$ cat src/meter_irq_defs.vh
// Register indexes, field positions and reset values of the mask block
`ifndef METER_IRQ_DEFS_VH
`define METER_IRQ_DEFS_VH

// Register indexes; byte address is four times the index
`define IDX_MASK_PRI 16'he50a
`define IDX_MASK_SEC 16'he50b
`define IDX_STAT_PRI 16'he500
`define IDX_STAT_SEC 16'he501
`define IDX_MEAS_MODE 16'he502
`define IDX_PMODE 16'he503

// Primary mask and status field positions
`define PRI_REVRP_C 12
`define PRI_PSUM2 13
`define PRI_PULSE1 14
`define PRI_PULSE2 15
`define PRI_PULSE3 16
`define PRI_DONE 17
`define PRI_PSUM3 18
`define PRI_LSB 12
`define PRI_MSB 18

// Secondary mask and status field positions
`define SEC_NL_TOT 0
`define SEC_NL_FUND 1
`define SEC_NL_APP 2
`define SEC_ZXTO_V_LSB 3
`define SEC_ZXTO_I_LSB 6
`define SEC_ZX_V_LSB 9
`define SEC_ZX_I_LSB 12
`define SEC_MSB 14

// Measurement mode and pulse output mode fields
`define MEAS_MODE_RP_SEL 1
`define MEAS_MODE_MSB 1
`define PMODE_SEL1_LSB 0
`define PMODE_SEL2_LSB 3
`define PMODE_SEL3_LSB 6
`define PMODE_DIS1 9
`define PMODE_DIS2 10
`define PMODE_DIS3 11
`define PMODE_MSB 11

// Reset values
`define RST_MASK_PRI 7'h00
`define RST_MASK_SEC 15'h0000
`define RST_MEAS_MODE 2'h0
`define RST_PMODE 12'h000

`endif

$ cat src/edge_watch.v
// Rising and falling edge detector for a group of event levels
`timescale 1ns/1ns
module edge_watch #(
    parameter W = 1
) (
    clk_sys,
    rst_n,
    sig,
    rise,
    fall
);
    input wire clk_sys;
    input wire rst_n;
    input wire [W-1:0] sig;
    output wire [W-1:0] rise;
    output wire [W-1:0] fall;

    reg [W-1:0] prev_reg;
    reg primed_reg;

    // First sample after reset only primes, so no false edge
    always @(posedge clk_sys) begin
        if (!rst_n) begin
            prev_reg <= {W{1'b0}};
            primed_reg <= 1'b0;
        end else begin
            prev_reg <= sig;
            primed_reg <= 1'b1;
        end
    end

    assign rise = sig & ~prev_reg & {W{primed_reg}};
    assign fall = ~sig & prev_reg & {W{primed_reg}};
endmodule // edge_watch

$ cat src/flag_bank.v
// Sticky status flags, set by hardware, cleared by writing ones
`timescale 1ns/1ns
module flag_bank #(
    parameter W = 1
) (
    clk_sys,
    rst_n,
    set,
    clr,
    flags
);
    input wire clk_sys;
    input wire rst_n;
    input wire [W-1:0] set;
    input wire [W-1:0] clr;
    output reg [W-1:0] flags;

    // Set wins over a clear in the same cycle, so no event is lost
    always @(posedge clk_sys) begin
        if (!rst_n) begin
            flags <= {W{1'b0}};
        end else begin
            flags <= (flags & ~clr) | set;
        end
    end
endmodule // flag_bank

$ cat src/metering_interrupt_mask_logic.v
// Interrupt mask registers, event flags and request of the metering core
//
// Added by the designer: register access over Avalon-MM.
`timescale 1ns/1ns
`include "meter_irq_defs.vh"

// Function
// - Mask bit 12 enables phase C reactive sign
// - Mask bit 13 enables path two sign
// - Mask bit 14 enables pulse one falling
// - Mask bit 15 enables pulse two falling
// - Mask bit 16 enables pulse three falling
// - Pulse interrupts work with pin disabled
// - Three-bit fields select each pulse power
// - Mask bit 17 enables computation cycle done
// - Mask bit 18 enables path three sign
// - Primary bits 31 to 19 reserved zero
// - Secondary bit 0 enables total no-load
// - Secondary bit 1 enables fundamental no-load
// - Secondary bit 2 enables apparent no-load
// - Bits 3-5 enable voltage crossing timeouts
// - Bits 6-8 enable current crossing timeouts
// - Bits 9-11 enable voltage crossings
// - Bits 12-14 enable current crossings
module metering_interrupt_mask_logic (
    input wire clk_sys,
    input wire rst_n,
    input wire [17:0] avs_address,
    input wire avs_read,
    input wire avs_write,
    input wire [31:0] avs_writedata,
    input wire [3:0] avs_byteenable,
    output reg [31:0] avs_readdata,
    output wire avs_waitrequest,
    input wire phase_c_reactive_total_sign,
    input wire phase_c_reactive_fund_sign,
    input wire pulse_path2_sum_sign,
    input wire pulse_path3_sum_sign,
    input wire pulse_raw_one,
    input wire pulse_raw_two,
    input wire pulse_raw_three,
    input wire compute_cycle_done,
    input wire [2:0] total_noload_phase,
    input wire [2:0] fundamental_noload_phase,
    input wire [2:0] apparent_noload_phase,
    input wire [2:0] volt_crossing_timeout,
    input wire [2:0] curr_crossing_timeout,
    input wire [2:0] volt_crossing,
    input wire [2:0] curr_crossing,
    output reg energy_pulse_out_one,
    output reg energy_pulse_out_two,
    output reg energy_pulse_out_three,
    output wire [2:0] pulse_out_one_power_sel,
    output wire [2:0] pulse_out_two_power_sel,
    output wire [2:0] pulse_out_three_power_sel,
    output reg irq_n
);

    ////////////////////////////////////////////////////////////////////
    // Register storage

    reg [`PRI_MSB:`PRI_LSB] mask_pri_reg;
    reg [`SEC_MSB:0] mask_sec_reg;
    reg [`MEAS_MODE_MSB:0] measurement_mode_reg;
    reg [`PMODE_MSB:0] pmode_reg;
    reg ack_reg;
    reg [31:0] rdata_next;
    reg [31:0] wmask;
    reg [31:0] wval;

    wire [`PRI_MSB:`PRI_LSB] stat_pri;
    wire [`SEC_MSB:0] stat_sec;
    wire [15:0] word_idx;
    wire aligned;
    wire acc;
    wire wr_take;
    wire hit_mask_pri;
    wire hit_mask_sec;
    wire hit_stat_pri;
    wire hit_stat_sec;
    wire hit_meas_mode;
    wire hit_pmode;

    ////////////////////////////////////////////////////////////////////
    // Avalon-MM slave: every access waits exactly one cycle

    // Word index in the upper address bits, low two bits must be zero
    assign word_idx = avs_address[17:2];
    assign aligned = (avs_address[1:0] == 2'h0);
    assign acc = avs_read | avs_write;
    assign hit_mask_pri = aligned & (word_idx == `IDX_MASK_PRI);
    assign hit_mask_sec = aligned & (word_idx == `IDX_MASK_SEC);
    assign hit_stat_pri = aligned & (word_idx == `IDX_STAT_PRI);
    assign hit_stat_sec = aligned & (word_idx == `IDX_STAT_SEC);
    assign hit_meas_mode = aligned & (word_idx == `IDX_MEAS_MODE);
    assign hit_pmode = aligned & (word_idx == `IDX_PMODE);

    // Wait is high in the first cycle, low in the second
    assign avs_waitrequest = acc & ~ack_reg;
    // Write lands only at the edge where wait is low
    assign wr_take = avs_write & ack_reg;

    // Ack toggles so back-to-back accesses each get one wait cycle
    always @(posedge clk_sys) begin
        if (!rst_n) begin
            ack_reg <= 1'b0;
        end else begin
            ack_reg <= acc & ~ack_reg;
        end
    end

    // Byte enables expanded to a bit mask
    always @* begin
        wmask = {{8{avs_byteenable[3]}}, {8{avs_byteenable[2]}},
                 {8{avs_byteenable[1]}}, {8{avs_byteenable[0]}}};
        wval = avs_writedata & wmask;
    end

    // Read mux; unmapped or misaligned addresses read as zero
    always @* begin
        rdata_next = 32'h00000000;
        if (hit_mask_pri) begin
            rdata_next[`PRI_MSB:`PRI_LSB] = mask_pri_reg;
        end else if (hit_mask_sec) begin
            rdata_next[`SEC_MSB:0] = mask_sec_reg;
        end else if (hit_stat_pri) begin
            rdata_next[`PRI_MSB:`PRI_LSB] = stat_pri;
        end else if (hit_stat_sec) begin
            rdata_next[`SEC_MSB:0] = stat_sec;
        end else if (hit_meas_mode) begin
            rdata_next[`MEAS_MODE_MSB:0] = measurement_mode_reg;
        end else if (hit_pmode) begin
            rdata_next[`PMODE_MSB:0] = pmode_reg;
        end
    end

    // Read data captured in the wait cycle, stands at the answer edge
    always @(posedge clk_sys) begin
        if (!rst_n) begin
            avs_readdata <= 32'h00000000;
        end else if (avs_read & ~ack_reg) begin
            avs_readdata <= rdata_next;
        end
    end

    ////////////////////////////////////////////////////////////////////
    // Control registers

    always @(posedge clk_sys) begin
        if (!rst_n) begin
            mask_pri_reg <= `RST_MASK_PRI;
            mask_sec_reg <= `RST_MASK_SEC;
            measurement_mode_reg <= `RST_MEAS_MODE;
            pmode_reg <= `RST_PMODE;
        end else if (wr_take) begin
            // only bits 18 to 12 stored
            if (hit_mask_pri) begin
                mask_pri_reg <= (mask_pri_reg &
                                 ~wmask[`PRI_MSB:`PRI_LSB]) |
                                wval[`PRI_MSB:`PRI_LSB];
            end
            if (hit_mask_sec) begin
                mask_sec_reg <= (mask_sec_reg & ~wmask[`SEC_MSB:0]) |
                                wval[`SEC_MSB:0];
            end
            if (hit_meas_mode) begin
                measurement_mode_reg <= (measurement_mode_reg &
                                         ~wmask[`MEAS_MODE_MSB:0]) |
                                        wval[`MEAS_MODE_MSB:0];
            end
            if (hit_pmode) begin
                pmode_reg <= (pmode_reg & ~wmask[`PMODE_MSB:0]) |
                             wval[`PMODE_MSB:0];
            end
        end
    end

    ////////////////////////////////////////////////////////////////////
    // Event detection

    wire rp_sign_sel;
    wire [2:0] sign_in;
    wire [2:0] sign_rise;
    wire [2:0] sign_fall;
    wire [2:0] pulse_in;
    wire [2:0] pulse_rise;
    wire [2:0] pulse_fall;
    wire [2:0] nl_rise;
    wire [2:0] tot_rise;
    wire [2:0] fund_rise;
    wire [2:0] app_rise;

    // reactive source chosen by mode bit
    assign rp_sign_sel = measurement_mode_reg[`MEAS_MODE_RP_SEL] ?
                         phase_c_reactive_fund_sign :
                         phase_c_reactive_total_sign;
    // Select change also registers as a sign change, by design
    assign sign_in = {pulse_path3_sum_sign, pulse_path2_sum_sign,
                      rp_sign_sel};

    // Sign change is either edge of the sign level
    edge_watch #(.W(3)) u_sign_edges (
        .clk_sys(clk_sys),
        .rst_n(rst_n),
        .sig(sign_in),
        .rise(sign_rise),
        .fall(sign_fall)
    );

    // raw pulses watched, ahead of the disable gate
    assign pulse_in = {pulse_raw_three, pulse_raw_two, pulse_raw_one};

    edge_watch #(.W(3)) u_pulse_edges (
        .clk_sys(clk_sys),
        .rst_n(rst_n),
        .sig(pulse_in),
        .rise(pulse_rise),
        .fall(pulse_fall)
    );

    // Per-phase no-load entry; any phase entering counts
    edge_watch #(.W(3)) u_nl_tot (
        .clk_sys(clk_sys),
        .rst_n(rst_n),
        .sig(total_noload_phase),
        .rise(tot_rise),
        .fall()
    );

    edge_watch #(.W(3)) u_nl_fund (
        .clk_sys(clk_sys),
        .rst_n(rst_n),
        .sig(fundamental_noload_phase),
        .rise(fund_rise),
        .fall()
    );

    edge_watch #(.W(3)) u_nl_app (
        .clk_sys(clk_sys),
        .rst_n(rst_n),
        .sig(apparent_noload_phase),
        .rise(app_rise),
        .fall()
    );

    assign nl_rise = {|app_rise, |fund_rise, |tot_rise};

    ////////////////////////////////////////////////////////////////////
    // Status flags

    reg [`PRI_MSB:`PRI_LSB] set_pri;
    reg [`SEC_MSB:0] set_sec;
    wire [`PRI_MSB:`PRI_LSB] clr_pri;
    wire [`SEC_MSB:0] clr_sec;

    // Primary event sources
    always @* begin
        set_pri = 7'h00;
        set_pri[`PRI_REVRP_C] = sign_rise[0] | sign_fall[0];
        set_pri[`PRI_PSUM2] = sign_rise[1] | sign_fall[1];
        set_pri[`PRI_PULSE1] = pulse_fall[0];
        set_pri[`PRI_PULSE2] = pulse_fall[1];
        set_pri[`PRI_PULSE3] = pulse_fall[2];
        set_pri[`PRI_DONE] = compute_cycle_done;
        set_pri[`PRI_PSUM3] = sign_rise[2] | sign_fall[2];
    end

    // Secondary event sources
    always @* begin
        set_sec = 15'h0000;
        set_sec[`SEC_NL_TOT] = nl_rise[0];
        set_sec[`SEC_NL_FUND] = nl_rise[1];
        set_sec[`SEC_NL_APP] = nl_rise[2];
        set_sec[`SEC_ZXTO_V_LSB+2:`SEC_ZXTO_V_LSB] = volt_crossing_timeout;
        set_sec[`SEC_ZXTO_I_LSB+2:`SEC_ZXTO_I_LSB] = curr_crossing_timeout;
        set_sec[`SEC_ZX_V_LSB+2:`SEC_ZX_V_LSB] = volt_crossing;
        set_sec[`SEC_ZX_I_LSB+2:`SEC_ZX_I_LSB] = curr_crossing;
    end

    // Write one to clear, at the answer edge only
    assign clr_pri = (wr_take & hit_stat_pri) ?
                     wval[`PRI_MSB:`PRI_LSB] : 7'h00;
    assign clr_sec = (wr_take & hit_stat_sec) ?
                     wval[`SEC_MSB:0] : 15'h0000;

    flag_bank #(.W(7)) u_stat_pri (
        .clk_sys(clk_sys),
        .rst_n(rst_n),
        .set(set_pri),
        .clr(clr_pri),
        .flags(stat_pri)
    );

    flag_bank #(.W(15)) u_stat_sec (
        .clk_sys(clk_sys),
        .rst_n(rst_n),
        .set(set_sec),
        .clr(clr_sec),
        .flags(stat_sec)
    );

    ////////////////////////////////////////////////////////////////////
    // Request and pulse pins

    // active-low request while any enabled flag stands
    always @(posedge clk_sys) begin
        if (!rst_n) begin
            irq_n <= 1'b1;
        end else begin
            irq_n <= ~(|(stat_pri & mask_pri_reg) |
                       |(stat_sec & mask_sec_reg));
        end
    end

    // disabled pin idles high, flag path unaffected
    always @(posedge clk_sys) begin
        if (!rst_n) begin
            energy_pulse_out_one <= 1'b1;
            energy_pulse_out_two <= 1'b1;
            energy_pulse_out_three <= 1'b1;
        end else begin
            energy_pulse_out_one <= pulse_raw_one |
                                    pmode_reg[`PMODE_DIS1];
            energy_pulse_out_two <= pulse_raw_two |
                                    pmode_reg[`PMODE_DIS2];
            energy_pulse_out_three <= pulse_raw_three |
                                      pmode_reg[`PMODE_DIS3];
        end
    end

    // power select fields to the pulse generators
    assign pulse_out_one_power_sel =
        pmode_reg[`PMODE_SEL1_LSB+2:`PMODE_SEL1_LSB];
    assign pulse_out_two_power_sel =
        pmode_reg[`PMODE_SEL2_LSB+2:`PMODE_SEL2_LSB];
    assign pulse_out_three_power_sel =
        pmode_reg[`PMODE_SEL3_LSB+2:`PMODE_SEL3_LSB];

endmodule // metering_interrupt_mask_logic

$ cat config.mk
export PLATFORM = sky130hd
export DESIGN_NAME = metering_interrupt_mask_logic
export DESIGN_NICKNAME = d
export VERILOG_FILES = /design/src/edge_watch.v /design/src/flag_bank.v /design/src/metering_interrupt_mask_logic.v
export VERILOG_INCLUDE_DIRS = /design/src
export SDC_FILE = /design/constraint.sdc
export NUM_CORES = 1
export LEC_CHECK = 0
export CAP_MARGIN = 30
export CELL_PAD_IN_SITES_DETAIL_PLACEMENT = 0
export CELL_PAD_IN_SITES_GLOBAL_PLACEMENT = 2
export CORE_MARGIN = 10
export CORE_UTILIZATION = 39
export DETAILED_ROUTE_END_ITERATION = 8
export DONT_BUFFER_PORTS = 1
export PLACE_DENSITY_LB_ADDON = 0.1
export SLEW_MARGIN = 20
export SYNTH_ARGS = -nofsm -noshare
export SYNTH_HDL_FRONTEND = slang
export SYNTH_SLANG_ARGS = --single-unit
$ cat constraint.sdc
create_clock -name clk_sys -period 3.97 [get_ports clk_sys]
set_clock_uncertainty 0.2 [all_clocks]
set_input_delay 0.794 -clock clk_sys [delete_from_list [all_inputs] [get_ports clk_sys]]
set_output_delay 0.794 -clock clk_sys [all_outputs]
set_load 0.03 [all_outputs]
Word-level counts from Yosys, hierarchy flattened:

Cells that the tools add are included.

* logic and storage cells: 110
* register bits: 98
* output and inout bits: 46
* input port bits: 87

* bitwise logic cells: 60
* equal/unequal tests: 6
* multiplexer cells: 16
* reduce and logical (&&, ||, !) cells: 10

Operator list (count)
* $eq A16 B16 Y1 const B: 6
* $mux W12: 4
* $and A15 B15 Y15: 3
* $and A3 B3 Y3: 12
* $mux W15: 2
* $not A15 Y15: 2
* $or A15 B15 Y15: 2
* $and A7 B7 Y7: 3
* $and A19 B19 Y19: 1
* $not A3 Y3: 6
* $reduce_or A15 Y1: 1
* $mux W7: 2
* $not A7 Y7: 2
* $or A7 B7 Y7: 2
* $and A12 B12 Y12: 1
* $not A12 Y12: 1
* $or A12 B12 Y12: 1
* $and A1 B1 Y1: 11
* $mux W10: 1
* $reduce_or A3 Y1: 3
* $mux W4: 2
* $or A1 B1 Y1: 8
* $reduce_and A2 Y1: 4
* $reduce_or A7 Y1: 1
* 8 further kinds: 11

Depth between registers and ports, before layout:

* depth after elaboration: 8
* mapped depth: 6
* depth with buffers taken out: 4

By module:

Synthesis repeated with hierarchy kept, for this count alone.

* cells, all modules: 544
* area, all modules: 4981.0 um2

Modules (own cells, without submodules)
* metering_interrupt_mask_logic: area each 3469.6 um2, sequential area each 1201.2 um2, times used 1, cells each 412
* edge_watch: area each 151.4 um2, sequential area each 80.1 um2, times used 5, cells each 13
* flag_bank (u_stat_sec): area each 518.0 um2, sequential area each 300.3 um2, times used 1, cells each 46
* flag_bank (u_stat_pri): area each 236.5 um2, sequential area each 140.1 um2, times used 1, cells each 21

Least setup slack after synthesis:

OpenSTA, ideal clock, no wires.

* kind: input -> register
* from: input port avs_address[9]
* to: register with a tool-made name
* setup time: 0.126 ns
* stages: 6
* arrival time: 2.468 ns
* setup slack: 1.177 ns
* data required time: 3.644 ns
* path through: or4_4 or4_4 clkbuf_1 clkbuf_1 o21ai_0 a21boi_0

RTL lines
* from (decl): line metering_interrupt_mask_logic.v:28 `input wire [17:0] avs_address,`

Worst setup path after layout:

* from: input port avs_address[6]
* to: register avs_readdata[17]

* cells in the longest elaborated chain, start to end: 5
* elaborated cells on any way between the ends: 9
* classes of those cells: eq/ne: 3; mux: 3; bitwise: 3

Ends and longest elaborated chain
* $eq A16 B16 Y1 (no line)
* $and A1 B1 Y1: line metering_interrupt_mask_logic.v:93 `` assign hit_stat_pri = aligned & (word_idx == `IDX_STAT_PRI); ``
* $mux W4: line metering_interrupt_mask_logic.v:126 `end else if (hit_stat_pri) begin`
* $mux W4: line metering_interrupt_mask_logic.v:124 `end else if (hit_mask_sec) begin`
* $mux W7 *: line metering_interrupt_mask_logic.v:122 `if (hit_mask_pri) begin`
* to (signal assigned): line metering_interrupt_mask_logic.v:142 `avs_readdata <= rdata_next;`
* to (decl): line metering_interrupt_mask_logic.v:33 `output reg [31:0] avs_readdata,`

Mark *: on every way between the ends. The rest lies on a longest branch, timed or not.
A chain may end at the register's enable or synchronous reset.

==> run summary <==
The first-pass detailed-route iteration total came out at 4. The critical-path maximum fanout is 33. The fraction of the mapped netlist area in compound gates came out at roughly a fifth. Summing the areas of all and, or, nand and nor instances in the mapped netlist gives 20.0% of the synthesized area.

The die area came out at 16300 µm². Yosys mapped the design onto 42 distinct sky130hd cell types. The count of warnings emitted by yosys came out at 0. STA classifies the critical path startpoint as a primary input. The filler-free cell count of the finished design is 640. The number of global-route vias before repair was 3640.

In the final timing run, aggregate negative setup slack is 0 ps. The largest net degree at the start of global routing is 105. Summing the areas of all xor and xnor instances in the mapped netlist gives less than 1% of the synthesized area.

The number of diodes came out at 0. The area of the core came out at between 10000 and 15000 µm². The run finished with clean final reports. The internal reg-to-reg setup slack came out at between 2000 and 2500 ps. The aggregate global-route resource usage came out at 16.7%. The H-tree depth is 3. The worst setup path is of the in -> reg kind. Among all flip-flop cells after synthesis, the most frequent one is dfxtp_1. The via-per-instance ratio is approximately 5.7. Once the clock tree was built, the resizer swapped 0 gates to a different size. The number of clock buffers inserted by TritonCTS is 9. The final routed DRC violation total came out at 0. The number of max-slew violations in the final report is 0. The flop and latch count out of synthesis came out at 98. The total length of routed wires came out at 13700 µm. The post-CTS setup repair buffer count is 0. The ratio of cells with drive above 1 in the final layout came out at 7.85%. The worst endpoint data arrival time is 2820 ps. The part of the cycle the worst path needs came out at just under 70%. The proportion of synthesized area in mux cells came out at 8.29%. The final net count is 579. The starting utilization of the core area came out at between 30% and 40%. The cell area after synthesis is 4530 µm². The normalized max-slew margin is 46.4%.

The number of synthesized flops with an enable pin is 0. In the final routed layout, each cell accounts on average for 21.5 µm. The tree is rooted in a clkbuf_16. The data required time of the worst path is 4050 ps. The number of top-level design ports came out at ~130. The total power consumption of the routed design is about 2 mW.

From synthesis to final layout, the design area changed by 5.69%. The global-route wire length before repair is 21500 µm. The number of max-cap violations is 0. Setup repair after global routing left no endpoint under its margin. The slew at the pin with the worst max-slew slack is 797 ps. Dividing total power by cell area gives a power density of 407 nW/µm².

The number of port buffers is 0. The async set or reset register ratio after synthesis came out at 0%. The largest family of logic cells by synthesized area is compound AO/OA/AOI/OAI gates. The number of antenna violations at the first check in global routing came out at 0. Leaving out fill and tap cells, the most frequent cells in the layout are dfxtp_1, nand2_1, o21ai_0. Leaving out fill and tap cells, the most frequent cell in the layout is dfxtp_1. The highest attainable clock frequency came out at 0.365 GHz. Setup violations remaining at the end of the flow were counted as 0.

The cell count after synthesis came out at between 500 and 600. Detailed routing inserted a total of ~3600 vias. Sequential cells were found to cover 43.3% of the synthesized design area. The die extent in x is 128 µm. Subtracting the final worst setup slack from the clock period gives 2740 ps. The worst supply voltage drop on vdd came out at about 0.00028 V.

The number of cells after detailed placement came out at 624. The adder-cell area share of the yosys netlist came out at 0%. STA classifies the critical path endpoint as a register. The tightest min-delay check is of the reg -> reg type. The routability congestion estimate came out at 0.846. The maximum buffer depth of the clock tree came out at 2. The remaining antenna violation count came out at 0.

The clock slew at the register clock pins of the worst setup and hold paths came out at 60 ps. The detailed router's first-iteration violation count came out at roughly 290. The die extent in y is 128 µm.

After global routing the overflow that remains totals 0. The final hold violation count was 0. Summed over all nets, the half-perimeter wirelength after detailed placement is 9960 µm.

The leakage component of the power came out at 1.75 nW. Dividing the synthesized area by the synthesized cell count gives between 8 and 9 µm². In this run the core area contains 39 standard-cell rows. The hold buffer count at CTS came out at 0. TritonCTS built the clock tree. The number of fillers in the final layout is 1162. The worst-skew pair later-pin latency is around 350 ps. The number of clock sinks seen by CTS came out at 98.
[per-layer routing]
metal / track usage (%) / vias to the layer above / routed length (µm)
met5: 0 / - / 0
met4: 5.83 / 0 / 174
met3: 6.53 / 11 / 1540
met2: 24.1 / 124 / 5850
met1: 22.1 / 1714 / 6190
li1: - / 1774 / -
[synthesized netlist by cell type (all sizes together) (2+ instances only)]
cell type   n  area share, %
a21boi     35            5.8
a221oi      4           0.77
a22o        6            1.2
a22oi      17            2.8
a31oi      12            1.7
a32oi       2           0.39
and2       17            2.3
and3        4           0.55
buf        27            4.1
clkbuf     24            2.0
dfxtp      98             43
inv        18            1.5
mux2       12            3.0
mux2i      24            5.3
nand2      62            5.1
nand3      28            3.1
nand3b      5           0.83
nand4       6           0.83
nand4b      8            1.5
nor2       11           0.91
nor2b       6           0.83
nor3        3           0.69
nor4        3           0.55
o21a        2           0.33
o21ai      56            6.2
o22ai       6           0.83
or2         2           0.28
or4         8            1.6
or4bb       2           0.50
xor2        2           0.39
[worst max-delay path, stage by stage]
cell and delay (ps):
or4b_1 580, or4_4 700, or4_1 580, a21boi_1 160
[cell type report]
class / instances / area [µm²] / share of cell area [%]
multi-input combinational: 360 / 2270 / 47.5
sequential: 98 / 1960 / 41.0
clock buffer: 13 / 250 / 5.23
tap: 143 / 179 / 3.74
inverter: 18 / 67.6 / 1.41
timing repair buffer: 5 / 37.5 / 0.784
clock inverter: 3 / 15.0 / 0.314
[final timing paths]
path,startpoint,end,depth (start not counted)
worst max-delay path,avs_address[6],avs_readdata[17]$_SDFFE_PN0P_,4
worst max register to register,ack_reg$_SDFF_PN0_,avs_readdata[4]$_SDFFE_PN0P_,4
worst min-delay path,register,register,2
worst min register to register,register,register,2
[cell families after synthesis]
group | Yosys count
simple gates | 167
compound gates | 141
flops | 98
buf+inv | 69
mux | 36
xor+xnor | 3
other cells | 1
[power by group]
| part | total, mW | internal [mW] | leakage (nW) | switching (mW) |
|---|---|---|---|---|
| Clock | 0.812 | 0.440 | 0.133 | 0.372 |
| Sequential | 1.03 | 1.01 | 0.801 | 0.0248 |
| Combinational | 0.103 | 0.0425 | 0.813 | 0.0609 |
| Total | 1.95 | 1.49 | 1.75 | 0.458 |
[per-stage QoR]
step	utilization [%]	cell area [µm²]	worst slack [ps]	hold WS, ps
6_report	42.1	4790	1230	265
5_1_grt	42.1	4790	1120	267
4_1_cts	42.1	4790	1230	265
3_5_place_dp	39.8	4520	865	260
3_3_place_gp	39.8	4520	886	244
2_1_floorplan	-	4570	1180	228
(Power assumes the default switching activity.)
